<file path="src/hdl/asp_consts.svh">
`ifndef ASP_CONSTS_SVH
`define ASP_CONSTS_SVH

// ----------------------------------------
// Register indices, byte address is index * 4.
// ----------------------------------------
`define ASP_IDX_DATA   4'h0
`define ASP_IDX_IER    4'h1
`define ASP_IDX_IIR    4'h2
`define ASP_IDX_LCR    4'h3
`define ASP_IDX_MCR    4'h4
`define ASP_IDX_LSR    4'h5
`define ASP_IDX_MSR    4'h6
`define ASP_IDX_SCR    4'h7
`define ASP_IDX_EVT    4'h8
`define ASP_IDX_EVM    4'h9

// ----------------------------------------
// Field positions.
// ----------------------------------------
`define ASP_LCR_STB    2
`define ASP_LCR_PEN    3
`define ASP_LCR_EPS    4
`define ASP_LCR_STICK  5
`define ASP_LCR_BRK    6
`define ASP_LCR_DIVISOR_SELECT_BIT   7
`define ASP_MCR_LOOP   4

// ----------------------------------------
// Reset values.
// ----------------------------------------
`define ASP_DIV_RST    16'h0001
`define ASP_REG_RST    8'h00

// ----------------------------------------
// Timing in 16x ticks.
// ----------------------------------------
`define ASP_TICK_BIT   6'h0f
`define ASP_TICK_HALF  6'h07
`define ASP_TICK_ST15  6'h17
`define ASP_TICK_ST2   6'h1f

// ----------------------------------------
// Interrupt identification codes.
// ----------------------------------------
`define ASP_ID_LINE    2'h3
`define ASP_ID_RXD     2'h2
`define ASP_ID_TX_HOLDING_EMPTY_FLAG    2'h1
`define ASP_ID_MODEM   2'h0

`endif

</file>
<file path="src/hdl/asp_pkg.sv">
package asp_pkg;

    typedef enum logic [4:0] {
        ASP_IDLE = 5'b00001,
        ASP_STRT = 5'b00010,
        ASP_DATA = 5'b00100,
        ASP_PAR  = 5'b01000,
        ASP_STOP = 5'b10000
    } asp_fsm_t;

    typedef struct packed {
        logic dcd_n;
        logic ri_n;
        logic dsr_n;
        logic cts_n;
    } asp_modem_in_t;

    typedef struct packed {
        logic out2_n;
        logic out1_n;
        logic rts_n;
        logic dtr_n;
    } asp_modem_out_t;

    typedef struct packed {
        logic          ack;
        logic [7:0]    dat;
        logic [3:0]    irq_enable_mask;
        logic [7:0]    lcr;
        logic [4:0]    mcr;
        logic [7:0]    scr;
        logic [15:0]   div;
        logic [3:0]    evt;
        logic [3:0]    evm;
        logic [3:0]    src_q;
        logic [15:0]   baud_cnt;
        logic          tick;
        logic          rx_s1;
        logic          rx_s2;
        logic [3:0]    mdm_s1;
        logic [3:0]    mdm_s2;
        logic [3:0]    mdm_q;
        logic [3:0]    msr_d;
        logic [7:0]    transmit_holding;
        logic          tx_holding_empty_flag;
        logic          thri;
        asp_fsm_t      tx_st;
        logic [7:0]    tx_sh;
        logic [5:0]    tx_cnt;
        logic [2:0]    tx_bit;
        asp_fsm_t      rx_st;
        logic [7:0]    rx_sh;
        logic [5:0]    rx_cnt;
        logic [2:0]    rx_bit;
        logic          rx_par;
        logic          rx_zero;
        logic [7:0]    receive_buffer;
        logic          dr;
        logic          oe;
        logic          pe;
        logic          fe;
        logic          bi;
    } asp_state_t;

endpackage : asp_pkg

</file>
<file path="src/hdl/asp_serial_port.sv">
// Added by the designer: the Wishbone slave port.
`timescale 1ns/1ns
`include "asp_consts.svh"

module asp_serial_port
    import asp_pkg::*;
(
    input  wire logic           clk_sys_i,
    input  wire logic           rst_b_i,
    input  wire logic           wb_cyc_i,
    input  wire logic           wb_stb_i,
    input  wire logic           wb_we_i,
    input  wire logic [5:0]     wb_adr_i,
    input  wire logic [3:0]     wb_sel_i,
    input  wire logic [31:0]    wb_dat_i,
    output logic      [31:0]    wb_dat_o,
    output logic                wb_ack_o,
    input  wire logic           rx_i,
    output logic                tx_o,
    input  wire asp_modem_in_t  modem_i,
    output asp_modem_out_t      modem_o,
    output logic                irq_o
);

    asp_state_t s_r;
    asp_state_t s_nxt;

    logic       req;
    logic       wr_done;
    logic       rd_done;
    logic [3:0] idx;
    logic       divisor_select_bit;
    logic       loop;
    logic       sin;
    logic       tx_line;
    logic [2:0] last_bit;
    logic [7:0] len_mask;
    logic [5:0] stop_end;
    logic       tx_par;
    logic       rx_par_ok;
    logic [3:0] mdm_lvl;
    logic [3:0] pend;
    logic [1:0] id_code;
    logic [7:0] irq_source_id;
    logic [7:0] link_status;
    logic [7:0] msr;
    logic [7:0] rd_mux;
    logic [3:0] src;

    // ----------------------------------------
    // Decode and shared terms.
    // ----------------------------------------
    assign idx      = wb_adr_i[5:2];
    assign req      = wb_cyc_i & wb_stb_i;
    assign wr_done  = req & s_r.ack & wb_we_i & wb_sel_i[0];
    assign rd_done  = req & ~s_r.ack & ~wb_we_i;
    assign divisor_select_bit     = s_r.lcr[`ASP_LCR_DIVISOR_SELECT_BIT];
    assign loop     = s_r.mcr[`ASP_MCR_LOOP];
    assign last_bit = 3'h4 + {1'b0, s_r.lcr[1:0]};
    assign len_mask = 8'hff >> (2'h3 - s_r.lcr[1:0]);
    // With STB set, five-bit words get 1.5 stop bits, longer words two; with STB clear, one stop bit.
    assign stop_end = ~s_r.lcr[`ASP_LCR_STB] ? `ASP_TICK_BIT :
                      (s_r.lcr[1:0] == 2'h0) ? `ASP_TICK_ST15 : `ASP_TICK_ST2;
    assign tx_par   = s_r.lcr[`ASP_LCR_STICK] ? ~s_r.lcr[`ASP_LCR_EPS] :
                      ((^s_r.tx_sh) ^ ~s_r.lcr[`ASP_LCR_EPS]);
    assign rx_par_ok = s_r.rx_par == (s_r.lcr[`ASP_LCR_STICK] ? ~s_r.lcr[`ASP_LCR_EPS] :
                       ((^s_r.rx_sh) ^ ~s_r.lcr[`ASP_LCR_EPS]));

    // ----------------------------------------
    // Serial line and modem pins.
    // ----------------------------------------
    always_comb
    begin
        case (s_r.tx_st)
            ASP_STRT: tx_line = 1'b0;
            ASP_DATA: tx_line = s_r.tx_sh[s_r.tx_bit];
            ASP_PAR:  tx_line = tx_par;
            default:  tx_line = 1'b1;
        endcase
    end

    assign sin     = loop ? (tx_line & ~s_r.lcr[`ASP_LCR_BRK]) : s_r.rx_s2;
    assign tx_o    = loop | (tx_line & ~s_r.lcr[`ASP_LCR_BRK]);
    assign modem_o = loop ? 4'hf : ~s_r.mcr[3:0];
    // Levels are active high: dcd, ri, dsr, cts.
    assign mdm_lvl = loop ? {s_r.mcr[3], s_r.mcr[2], s_r.mcr[0], s_r.mcr[1]} : ~s_r.mdm_s2;

    // ----------------------------------------
    // Status words and interrupt priority.
    // ----------------------------------------
    assign link_status  = {1'b0, s_r.tx_holding_empty_flag & (s_r.tx_st == ASP_IDLE), s_r.tx_holding_empty_flag,
                   s_r.bi, s_r.fe, s_r.pe, s_r.oe, s_r.dr};
    assign msr  = {mdm_lvl, s_r.msr_d};
    assign pend = {s_r.irq_enable_mask[3] & (|s_r.msr_d), s_r.irq_enable_mask[1] & s_r.thri,
                   s_r.irq_enable_mask[0] & s_r.dr, s_r.irq_enable_mask[2] & (|link_status[4:1])};

    always_comb
    begin
        if (pend[0])
            id_code = `ASP_ID_LINE;
        else if (pend[1])
            id_code = `ASP_ID_RXD;
        else if (pend[2])
            id_code = `ASP_ID_TX_HOLDING_EMPTY_FLAG;
        else
            id_code = `ASP_ID_MODEM;
    end

    assign irq_source_id   = {5'h00, id_code, ~(|pend)};
    assign src   = {|s_r.msr_d, s_r.tx_holding_empty_flag, |link_status[4:1], s_r.dr};
    assign irq_o = (|pend) | (|(s_r.evt & s_r.evm));

    always_comb
    begin
        case (idx)
            `ASP_IDX_DATA: rd_mux = divisor_select_bit ? s_r.div[7:0] : s_r.receive_buffer;
            `ASP_IDX_IER:  rd_mux = divisor_select_bit ? s_r.div[15:8] : {4'h0, s_r.irq_enable_mask};
            `ASP_IDX_IIR:  rd_mux = irq_source_id;
            `ASP_IDX_LCR:  rd_mux = s_r.lcr;
            `ASP_IDX_MCR:  rd_mux = {3'h0, s_r.mcr};
            `ASP_IDX_LSR:  rd_mux = link_status;
            `ASP_IDX_MSR:  rd_mux = msr;
            `ASP_IDX_SCR:  rd_mux = s_r.scr;
            `ASP_IDX_EVT:  rd_mux = {4'h0, s_r.evt};
            `ASP_IDX_EVM:  rd_mux = {4'h0, s_r.evm};
            default:       rd_mux = 8'h00;
        endcase
    end

    assign wb_ack_o = s_r.ack;
    assign wb_dat_o = {24'h000000, s_r.dat};

    // ----------------------------------------
    // Next state.
    // ----------------------------------------
    always_comb
    begin
        s_nxt = s_r;

        // Bus slave answers one cycle after the request.
        s_nxt.ack = req & ~s_r.ack;
        if (req & ~s_r.ack)
            s_nxt.dat = rd_mux;

        // Input synchronisers.
        s_nxt.rx_s1  = rx_i;
        s_nxt.rx_s2  = s_r.rx_s1;
        s_nxt.mdm_s1 = modem_i;
        s_nxt.mdm_s2 = s_r.mdm_s1;
        s_nxt.mdm_q  = mdm_lvl;

        // Baud generator.
        s_nxt.tick     = (s_r.baud_cnt == s_r.div - 16'h0001);
        s_nxt.baud_cnt = s_nxt.tick ? 16'h0000 : s_r.baud_cnt + 16'h0001;

        // Read side effects at the edge that captures the data, so nothing set later is lost.
        if (rd_done)
        begin
            if (idx == `ASP_IDX_DATA && !divisor_select_bit)
                s_nxt.dr = 1'b0;
            if (idx == `ASP_IDX_IIR && id_code == `ASP_ID_TX_HOLDING_EMPTY_FLAG && pend[2])
                s_nxt.thri = 1'b0;
            if (idx == `ASP_IDX_LSR)
                {s_nxt.bi, s_nxt.fe, s_nxt.pe, s_nxt.oe} = 4'h0;
            if (idx == `ASP_IDX_MSR)
                s_nxt.msr_d = 4'h0;
            if (idx == `ASP_IDX_EVT)
                s_nxt.evt = 4'h0;
        end

        // Register writes.
        if (wr_done)
        begin
            case (idx)
                `ASP_IDX_DATA:
                begin
                    if (divisor_select_bit)
                        s_nxt.div[7:0] = wb_dat_i[7:0];
                    else
                    begin
                        s_nxt.transmit_holding  = wb_dat_i[7:0];
                        s_nxt.tx_holding_empty_flag = 1'b0;
                        s_nxt.thri = 1'b0;
                    end
                end
                `ASP_IDX_IER:
                begin
                    if (divisor_select_bit)
                        s_nxt.div[15:8] = wb_dat_i[7:0];
                    else
                        s_nxt.irq_enable_mask = wb_dat_i[3:0];
                end
                `ASP_IDX_LCR: s_nxt.lcr = wb_dat_i[7:0];
                `ASP_IDX_MCR: s_nxt.mcr = wb_dat_i[4:0];
                `ASP_IDX_SCR: s_nxt.scr = wb_dat_i[7:0];
                `ASP_IDX_EVM: s_nxt.evm = wb_dat_i[3:0];
                default:      s_nxt.scr = s_nxt.scr;
            endcase
        end

        // Modem deltas; trailing edge of ring sets its flag.
        s_nxt.msr_d = s_nxt.msr_d | {s_r.mdm_q[3] ^ mdm_lvl[3], s_r.mdm_q[2] & ~mdm_lvl[2],
                                     s_r.mdm_q[1] ^ mdm_lvl[1], s_r.mdm_q[0] ^ mdm_lvl[0]};

        // Transmitter.
        case (s_r.tx_st)
            ASP_IDLE:
            begin
                if (!s_r.tx_holding_empty_flag)
                begin
                    s_nxt.tx_sh  = s_r.transmit_holding & len_mask;
                    s_nxt.tx_holding_empty_flag   = 1'b1;
                    s_nxt.thri   = 1'b1;
                    s_nxt.tx_cnt = 6'h00;
                    s_nxt.tx_st  = ASP_STRT;
                end
            end
            ASP_STRT, ASP_DATA, ASP_PAR:
            begin
                if (s_r.tick)
                begin
                    s_nxt.tx_cnt = s_r.tx_cnt + 6'h01;
                    if (s_r.tx_cnt == `ASP_TICK_BIT)
                    begin
                        s_nxt.tx_cnt = 6'h00;
                        s_nxt.tx_bit = s_r.tx_bit + 3'h1;
                        if (s_r.tx_st == ASP_STRT)
                        begin
                            s_nxt.tx_bit = 3'h0;
                            s_nxt.tx_st  = ASP_DATA;
                        end
                        else if (s_r.tx_st == ASP_PAR)
                            s_nxt.tx_st = ASP_STOP;
                        else if (s_r.tx_bit == last_bit)
                            s_nxt.tx_st = s_r.lcr[`ASP_LCR_PEN] ? ASP_PAR : ASP_STOP;
                    end
                end
            end
            ASP_STOP:
            begin
                if (s_r.tick)
                begin
                    s_nxt.tx_cnt = s_r.tx_cnt + 6'h01;
                    if (s_r.tx_cnt == stop_end)
                        s_nxt.tx_st = ASP_IDLE;
                end
            end
            default: s_nxt.tx_st = ASP_IDLE;
        endcase

        // Receiver, timed by the same tick.
        case (s_r.rx_st)
            ASP_IDLE:
            begin
                if (!sin)
                begin
                    s_nxt.rx_cnt = 6'h00;
                    s_nxt.rx_st  = ASP_STRT;
                end
            end
            ASP_STRT:
            begin
                if (s_r.tick)
                begin
                    s_nxt.rx_cnt = s_r.rx_cnt + 6'h01;
                    if (s_r.rx_cnt == `ASP_TICK_HALF)
                    begin
                        s_nxt.rx_cnt  = 6'h00;
                        s_nxt.rx_bit  = 3'h0;
                        s_nxt.rx_sh   = 8'h00;
                        s_nxt.rx_zero = 1'b1;
                        s_nxt.rx_st   = sin ? ASP_IDLE : ASP_DATA;
                    end
                end
            end
            ASP_DATA, ASP_PAR, ASP_STOP:
            begin
                if (s_r.tick)
                begin
                    s_nxt.rx_cnt = s_r.rx_cnt + 6'h01;
                    if (s_r.rx_cnt == `ASP_TICK_BIT)
                    begin
                        s_nxt.rx_cnt  = 6'h00;
                        s_nxt.rx_zero = s_r.rx_zero & ~sin;
                        if (s_r.rx_st == ASP_DATA)
                        begin
                            s_nxt.rx_sh[s_r.rx_bit] = sin;
                            s_nxt.rx_bit = s_r.rx_bit + 3'h1;
                            if (s_r.rx_bit == last_bit)
                                s_nxt.rx_st = s_r.lcr[`ASP_LCR_PEN] ? ASP_PAR : ASP_STOP;
                        end
                        else if (s_r.rx_st == ASP_PAR)
                        begin
                            s_nxt.rx_par = sin;
                            s_nxt.rx_st  = ASP_STOP;
                        end
                        else
                        begin
                            s_nxt.receive_buffer   = s_r.rx_sh;
                            s_nxt.oe    = s_r.oe | s_r.dr;
                            s_nxt.dr    = 1'b1;
                            s_nxt.fe    = s_r.fe | ~sin;
                            s_nxt.pe    = s_r.pe | (s_r.lcr[`ASP_LCR_PEN] & ~rx_par_ok);
                            s_nxt.bi    = s_r.bi | (s_r.rx_zero & ~sin);
                            s_nxt.rx_st = ASP_IDLE;
                        end
                    end
                end
            end
            default: s_nxt.rx_st = ASP_IDLE;
        endcase

        // Sticky events on rising sources; set wins over read clear.
        s_nxt.src_q = src;
        s_nxt.evt   = s_nxt.evt | (src & ~s_r.src_q);
    end

    // ----------------------------------------
    // State register.
    // ----------------------------------------
    always_ff @(posedge clk_sys_i or negedge rst_b_i)
    begin
        if (!rst_b_i)
        begin
            s_r          <= '0;
            s_r.div      <= `ASP_DIV_RST;
            s_r.lcr      <= `ASP_REG_RST;
            s_r.rx_s1    <= 1'b1;
            s_r.rx_s2    <= 1'b1;
            s_r.mdm_s1   <= 4'hf;
            s_r.mdm_s2   <= 4'hf;
            s_r.tx_holding_empty_flag     <= 1'b1;
            s_r.src_q    <= 4'h2;
            s_r.tx_st    <= ASP_IDLE;
            s_r.rx_st    <= ASP_IDLE;
        end
        else
            s_r <= s_nxt;
    end
endmodule : asp_serial_port

</file>
<file path="config.mk">
export PLATFORM = sky130hd
export DESIGN_NAME = asp_serial_port
export DESIGN_NICKNAME = d
export VERILOG_FILES = /design/src/hdl/asp_pkg.sv /design/src/hdl/asp_serial_port.sv
export VERILOG_INCLUDE_DIRS = /design/src /design/src/hdl
export SDC_FILE = /design/constraint.sdc
export NUM_CORES = 1
export LEC_CHECK = 0
export BUFFER_PORTS_ARGS = -buffer_cell sky130_fd_sc_hd__buf_2
export CORE_AREA = 2 2 233 166
export CTS_CLUSTER_DIAMETER = 80
export DETAILED_ROUTE_END_ITERATION = 10
export DIE_AREA = 0 0 235 168
export PLACE_DENSITY_LB_ADDON = 0.08
export SYNTH_ARGS = -nofsm -noshare
export SYNTH_HDL_FRONTEND = slang
export SYNTH_SLANG_ARGS = --single-unit
</file>
<file path="constraint.sdc">
create_clock -name clk_sys_i -period 3.2 [get_ports clk_sys_i]
set_input_delay 0.32 -clock clk_sys_i [delete_from_list [all_inputs] [get_ports clk_sys_i]]
set_output_delay 0.32 -clock clk_sys_i [all_outputs]
set_load 0.01 [all_outputs]
</file>
# Yosys cells after proc, flatten, opt, wreduce, memory -nomap -nowiden
# Index checks and enable logic that the tools add are counted.
[word_totals]
register_bits = 166
output_inout_bits = 39
[op_classes]
addsub = 8
order_cmp = 3
n_eq_ne = 41
n_shift = 1
mux = 72
bitwise = 46
reduce_logical = 36
[op_table]
columns = ["cell", "count"]
rows = [
  ["$pmux W8 S10", 1],
  ["$mux W5", 15],
  ["$mux W37", 2],
  ["$mux W22", 2],
  ["$pmux W6 S3", 2],
  ["$mux W4", 8],
  ["$pmux W5 S3", 2],
  ["$mux W13", 2],
  ["$mux W8", 3],
  ["$ne A2 B2 Y1 const B", 11],
  ["$mux W21", 1],
  ["$mux W9", 2],
  ["$reduce_and A6 Y1", 3],
  ["$add A16 B1 Y16 const B", 1],
  ["$eq A16 B16 Y1", 1],
  ["$eq A4 B3 Y1 const B", 4],
  ["$mux W16", 1],
  ["$pmux W8 S2", 1],
  ["$reduce_or A4 Y1", 4],
  ["$reduce_xor A8 Y1", 2],
  ["$sub A16 B1 Y16 const B", 1],
  ["$and A1 B1 Y1", 15],
  ["$reduce_and A3 Y1", 5],
  ["$reduce_and A5 Y1", 3],
  ["49 further kinds", 115],
]

# Logic depth before layout (Yosys ltp)
[logic_depth]
word_depth = 14
mapped_depth = 10

# Least setup slack after synthesis
# Ideal clock, no wire load.
[synth_timing]
path_type = "reg2reg"
startpoint = "register s_r[118] (netlist bit)"
endpoint = "register s_r[95] (netlist bit)"
setup_time_ns = 0.118
arrival_ns = 2.658
t_required_ns = 3.082
path_slack_ns = 0.423
path_stages_with_launch = 9
cell_sequence = "dfrtp_1 -> or3_4 -> or4b_4 -> o31a_1 -> nor4_1 -> nand4_1 -> a2111oi_4 -> buf_6 -> nor2_1"
[synth_lines]
columns = ["item", "line_no", "rtl"]
rows = [
  ["start, declared", "asp_serial_port.sv:25", "asp_state_t s_r;"],
  ["start signal, assigned", "asp_serial_port.sv:338", "s_r <= s_nxt;"],
]

==> out/results.tsv <==
stage	metric	value	unit
status	status	complete, no violations	
worst_setup_path	required	3.52	ns
route	drt_iter0_markers	593	
route	drt-vias-per-instance	4.61	
die	core_area	37600	um^2
min_path	hold_class	in -> reg	
cts	ctsLongestPathBuffers	2	
sta	worstMarginPinSlew	0.934	ns
die	rows	60	
sta	hold_viol	0	
yosys	seq_area_frac_synth	47.2	%
sta	maxSlewHeadroom	37.3	%
die	design.portCount	91	
die	die_w	235	um
cts	cts_setup_buffers	0	
final_layout	syn_to_final_growth	15.9	%
route	drc	0	
pwr	pwr-share-comb	12.9	%
route	drtAntennaViolNets	0	
place	portBuffers	37	
final_layout	fin_nets	974	
yosys	ys.warnings.count	0	
cts	post_cts_resized	0	
place	placed_cells	1387	
sta	fin_setup_tns	0	ns
yosys	avgSynthCellArea	10.2	um^2
yosys	synth_edf_count	0	
die	dieArea	39500	um^2
sta	layout_setup_ws	0.256	ns
route	via_count	6570	
grt	grt_max_degree	64	
final_layout	fillers	3974	
pwr	p_clk_share	41.9	%
sta	rsz0062_at_grt	false	
pwr	power_density	494	nW/um^2
flow_run	max_cap_violations	0	
sta	max_freq	0.340	GHz
worst_setup_path	crit_path_start_kind	flop	
place	dp_slack	0.277	ns
pwr	p_switching	1.37	mW
grt	grt_first_pass_wirelength	42.7	mm
cts	root_buffer	clkbuf_16	
cts	clk_transition_reported_paths	0.06	ns
sta	period_needed	2.94	ns
worst_setup_path	cp.arrival	3.26	ns
place	dpl-instance-area	9600	um^2
cts	clk_latency	0.44	ns
pwr	seqPwrFrac	45.1	%
final_layout	drive_above_1_share	20.5	%
final_layout	final_cell_mix	dfrtp_1 (151), nand2_1 (90), mux2_2 (66), nor2_1 (54), o21ai_0 (46)	
grt	grt.overflow.total	0	
worst_setup_path	critPathKind	reg -> reg	
sta	finalSetupViolations	0	
yosys	synth_area	8840	um^2
sta	holdWs	0.192	ns
die	die_h	168	um
cts	cts_tree	done	
cts	cts_buffers	17	
route	drt-pass1-iter-count	6	
final_layout	final_common_cell	dfrtp_1	
yosys	synthDistinctLibCells	70	
pwr	peakVddDrop	0.315	mV
yosys	ys.flop_type	dfrtp_1	
cts	cts.sinks	166	
grt	grt_pass1_vias	6453	
route	drt_wl_total	27.6	mm
cts	cts-htree-levels	4	
sta	fin_crit_sh	92.0	%
route	routedWlPerCell	19.4	um
final_layout	fin_cells	1425	
cts	cts_hold_buf	6	
grt	antenna_found_initial	2	
sta	skew	0.00892	ns
yosys	netlist_instances	867	
yosys	synth-seq-cells	166	
worst_setup_path	end_kind	flop	
pwr	power_leakage	4.51	nW
place	routabilityCongestion	0.802	
sta	slew_viol_final	0	
pwr	p_int	3.69	mW
die	start_util	23.5	%
final_layout	antenna_cells	0	
yosys	synthArstFlopShare	100	%
pwr	swShare	27.1	%
final_layout	final_area	10300	um^2
grt	grt_use_total	14.5	%
worst_setup_path	path_max_fanout	17	
place	dp_hpwl	20.2	mm
sequential cells by signal (all words and copies together) (netlist names):
register	count
divisor_select_bit	1
link_status	6
loop	1
msr	4
s_nxt	5
s_r	140
wb_ack_o	1
wb_dat_o	8
synth_stat cells, drive strengths merged (9+ instances only):
master / instances / area [um^2]
dfrtp: 151 / 3780
nand2: 90 / 338
mux2: 66 / 743
nor2: 54 / 203
o21ai: 46 / 230
buf: 39 / 278
nand3: 38 / 190
xnor2: 38 / 333
inv: 29 / 109
clkbuf: 27 / 101
xor2: 23 / 201
a21oi: 20 / 100
mux2i: 20 / 200
nor3: 20 / 100
a22o: 15 / 131
dfstp: 15 / 394
nand2b: 15 / 93.8
a22oi: 10 / 75.1
a31oi: 10 / 62.6
and3: 9 / 56.3
nor2b: 9 / 56.3
worst max-delay path, stage by stage (launching register included):
cell and delay (ns):
dfrtp_1 0.45, or3_4 0.43, or4b_4 0.54, o31a_1 0.26, nor4_1 0.27, nand4_1 0.19, a2111oi_4 0.31, buf_4 0.29
nor2_1 0.08
routing by layer:
layer	wire length (um)	track usage, %	part of all wire (%)
met4	270	3.11	0.98
met3	1090	3.13	4.0
met5	0	0	0
met1	15800	23.9	57
met2	10500	18.4	38
cell type report:
type,count,area (um^2),share of cell area [%]
multi-input cells,629,4270,41.7
flip-flops and latches,166,4170,40.7
well taps,496,621,6.05
clock buffers,28,517,5.04
repair buffers,73,489,4.77
inverters,29,109,1.06
clock inverters,4,70.1,0.684
cells by family after synthesis:
| kind of cell | Yosys count | synth area share (%) |
|---|---|---|
| buf+inv | 95 | 5.52 |
| xor+xnor | 61 | 6.04 |
| compound gates | 160 | 12.6 |
| flops | 166 | 47.2 |
| other cells | 1 | 0.0424 |
| simple gates | 290 | 16.6 |
| fa+ha+maj | 6 | 0.849 |
| mux | 88 | 11.2 |
worst paths after layout:
check,startpoint,end,slack (ns),depth (start not counted)
worst max-delay path,s_r[118],s_r[92],0.26,8
worst min-delay path,wb_dat_i[7],s_r[68],0.19,3
worst max register to register,s_r[118],s_r[92],0.26,8
worst min register to register,s_nxt[79],s_r[79],0.36,0
max in group asynchronous,rst_b_i,s_r[116],1.87,3
min in group asynchronous,rst_b_i,s_r[20],0.44,2
power by group through the flow:
| stage | combinational [mW] | clock, mW | sequential (mW) |
|---|---|---|---|
| 2_1_floorplan | 0.447 | 0 | 2.28 |
| 3_3_place_gp | 0.652 | 0 | 2.33 |
| 3_5_place_dp | 0.653 | 0 | 2.32 |
| 4_1_cts | 0.659 | 2.21 | 2.29 |
| 5_1_grt | 0.736 | 2.29 | 2.30 |
| 6_report | 0.654 | 2.12 | 2.29 |
per-stage QoR:
| step | utilization [%] | power (mW) |
|---|---|---|
| final | 27.3 | 5.06 |
| after floorplan | - | 2.73 |
| after global routing | 27.3 | 5.32 |
| after CTS | 27.3 | 5.15 |
| after detailed placement | 25.5 | 2.98 |
| after global placement | 25.5 | 2.98 |
Power figures use the tool's default switching activity.
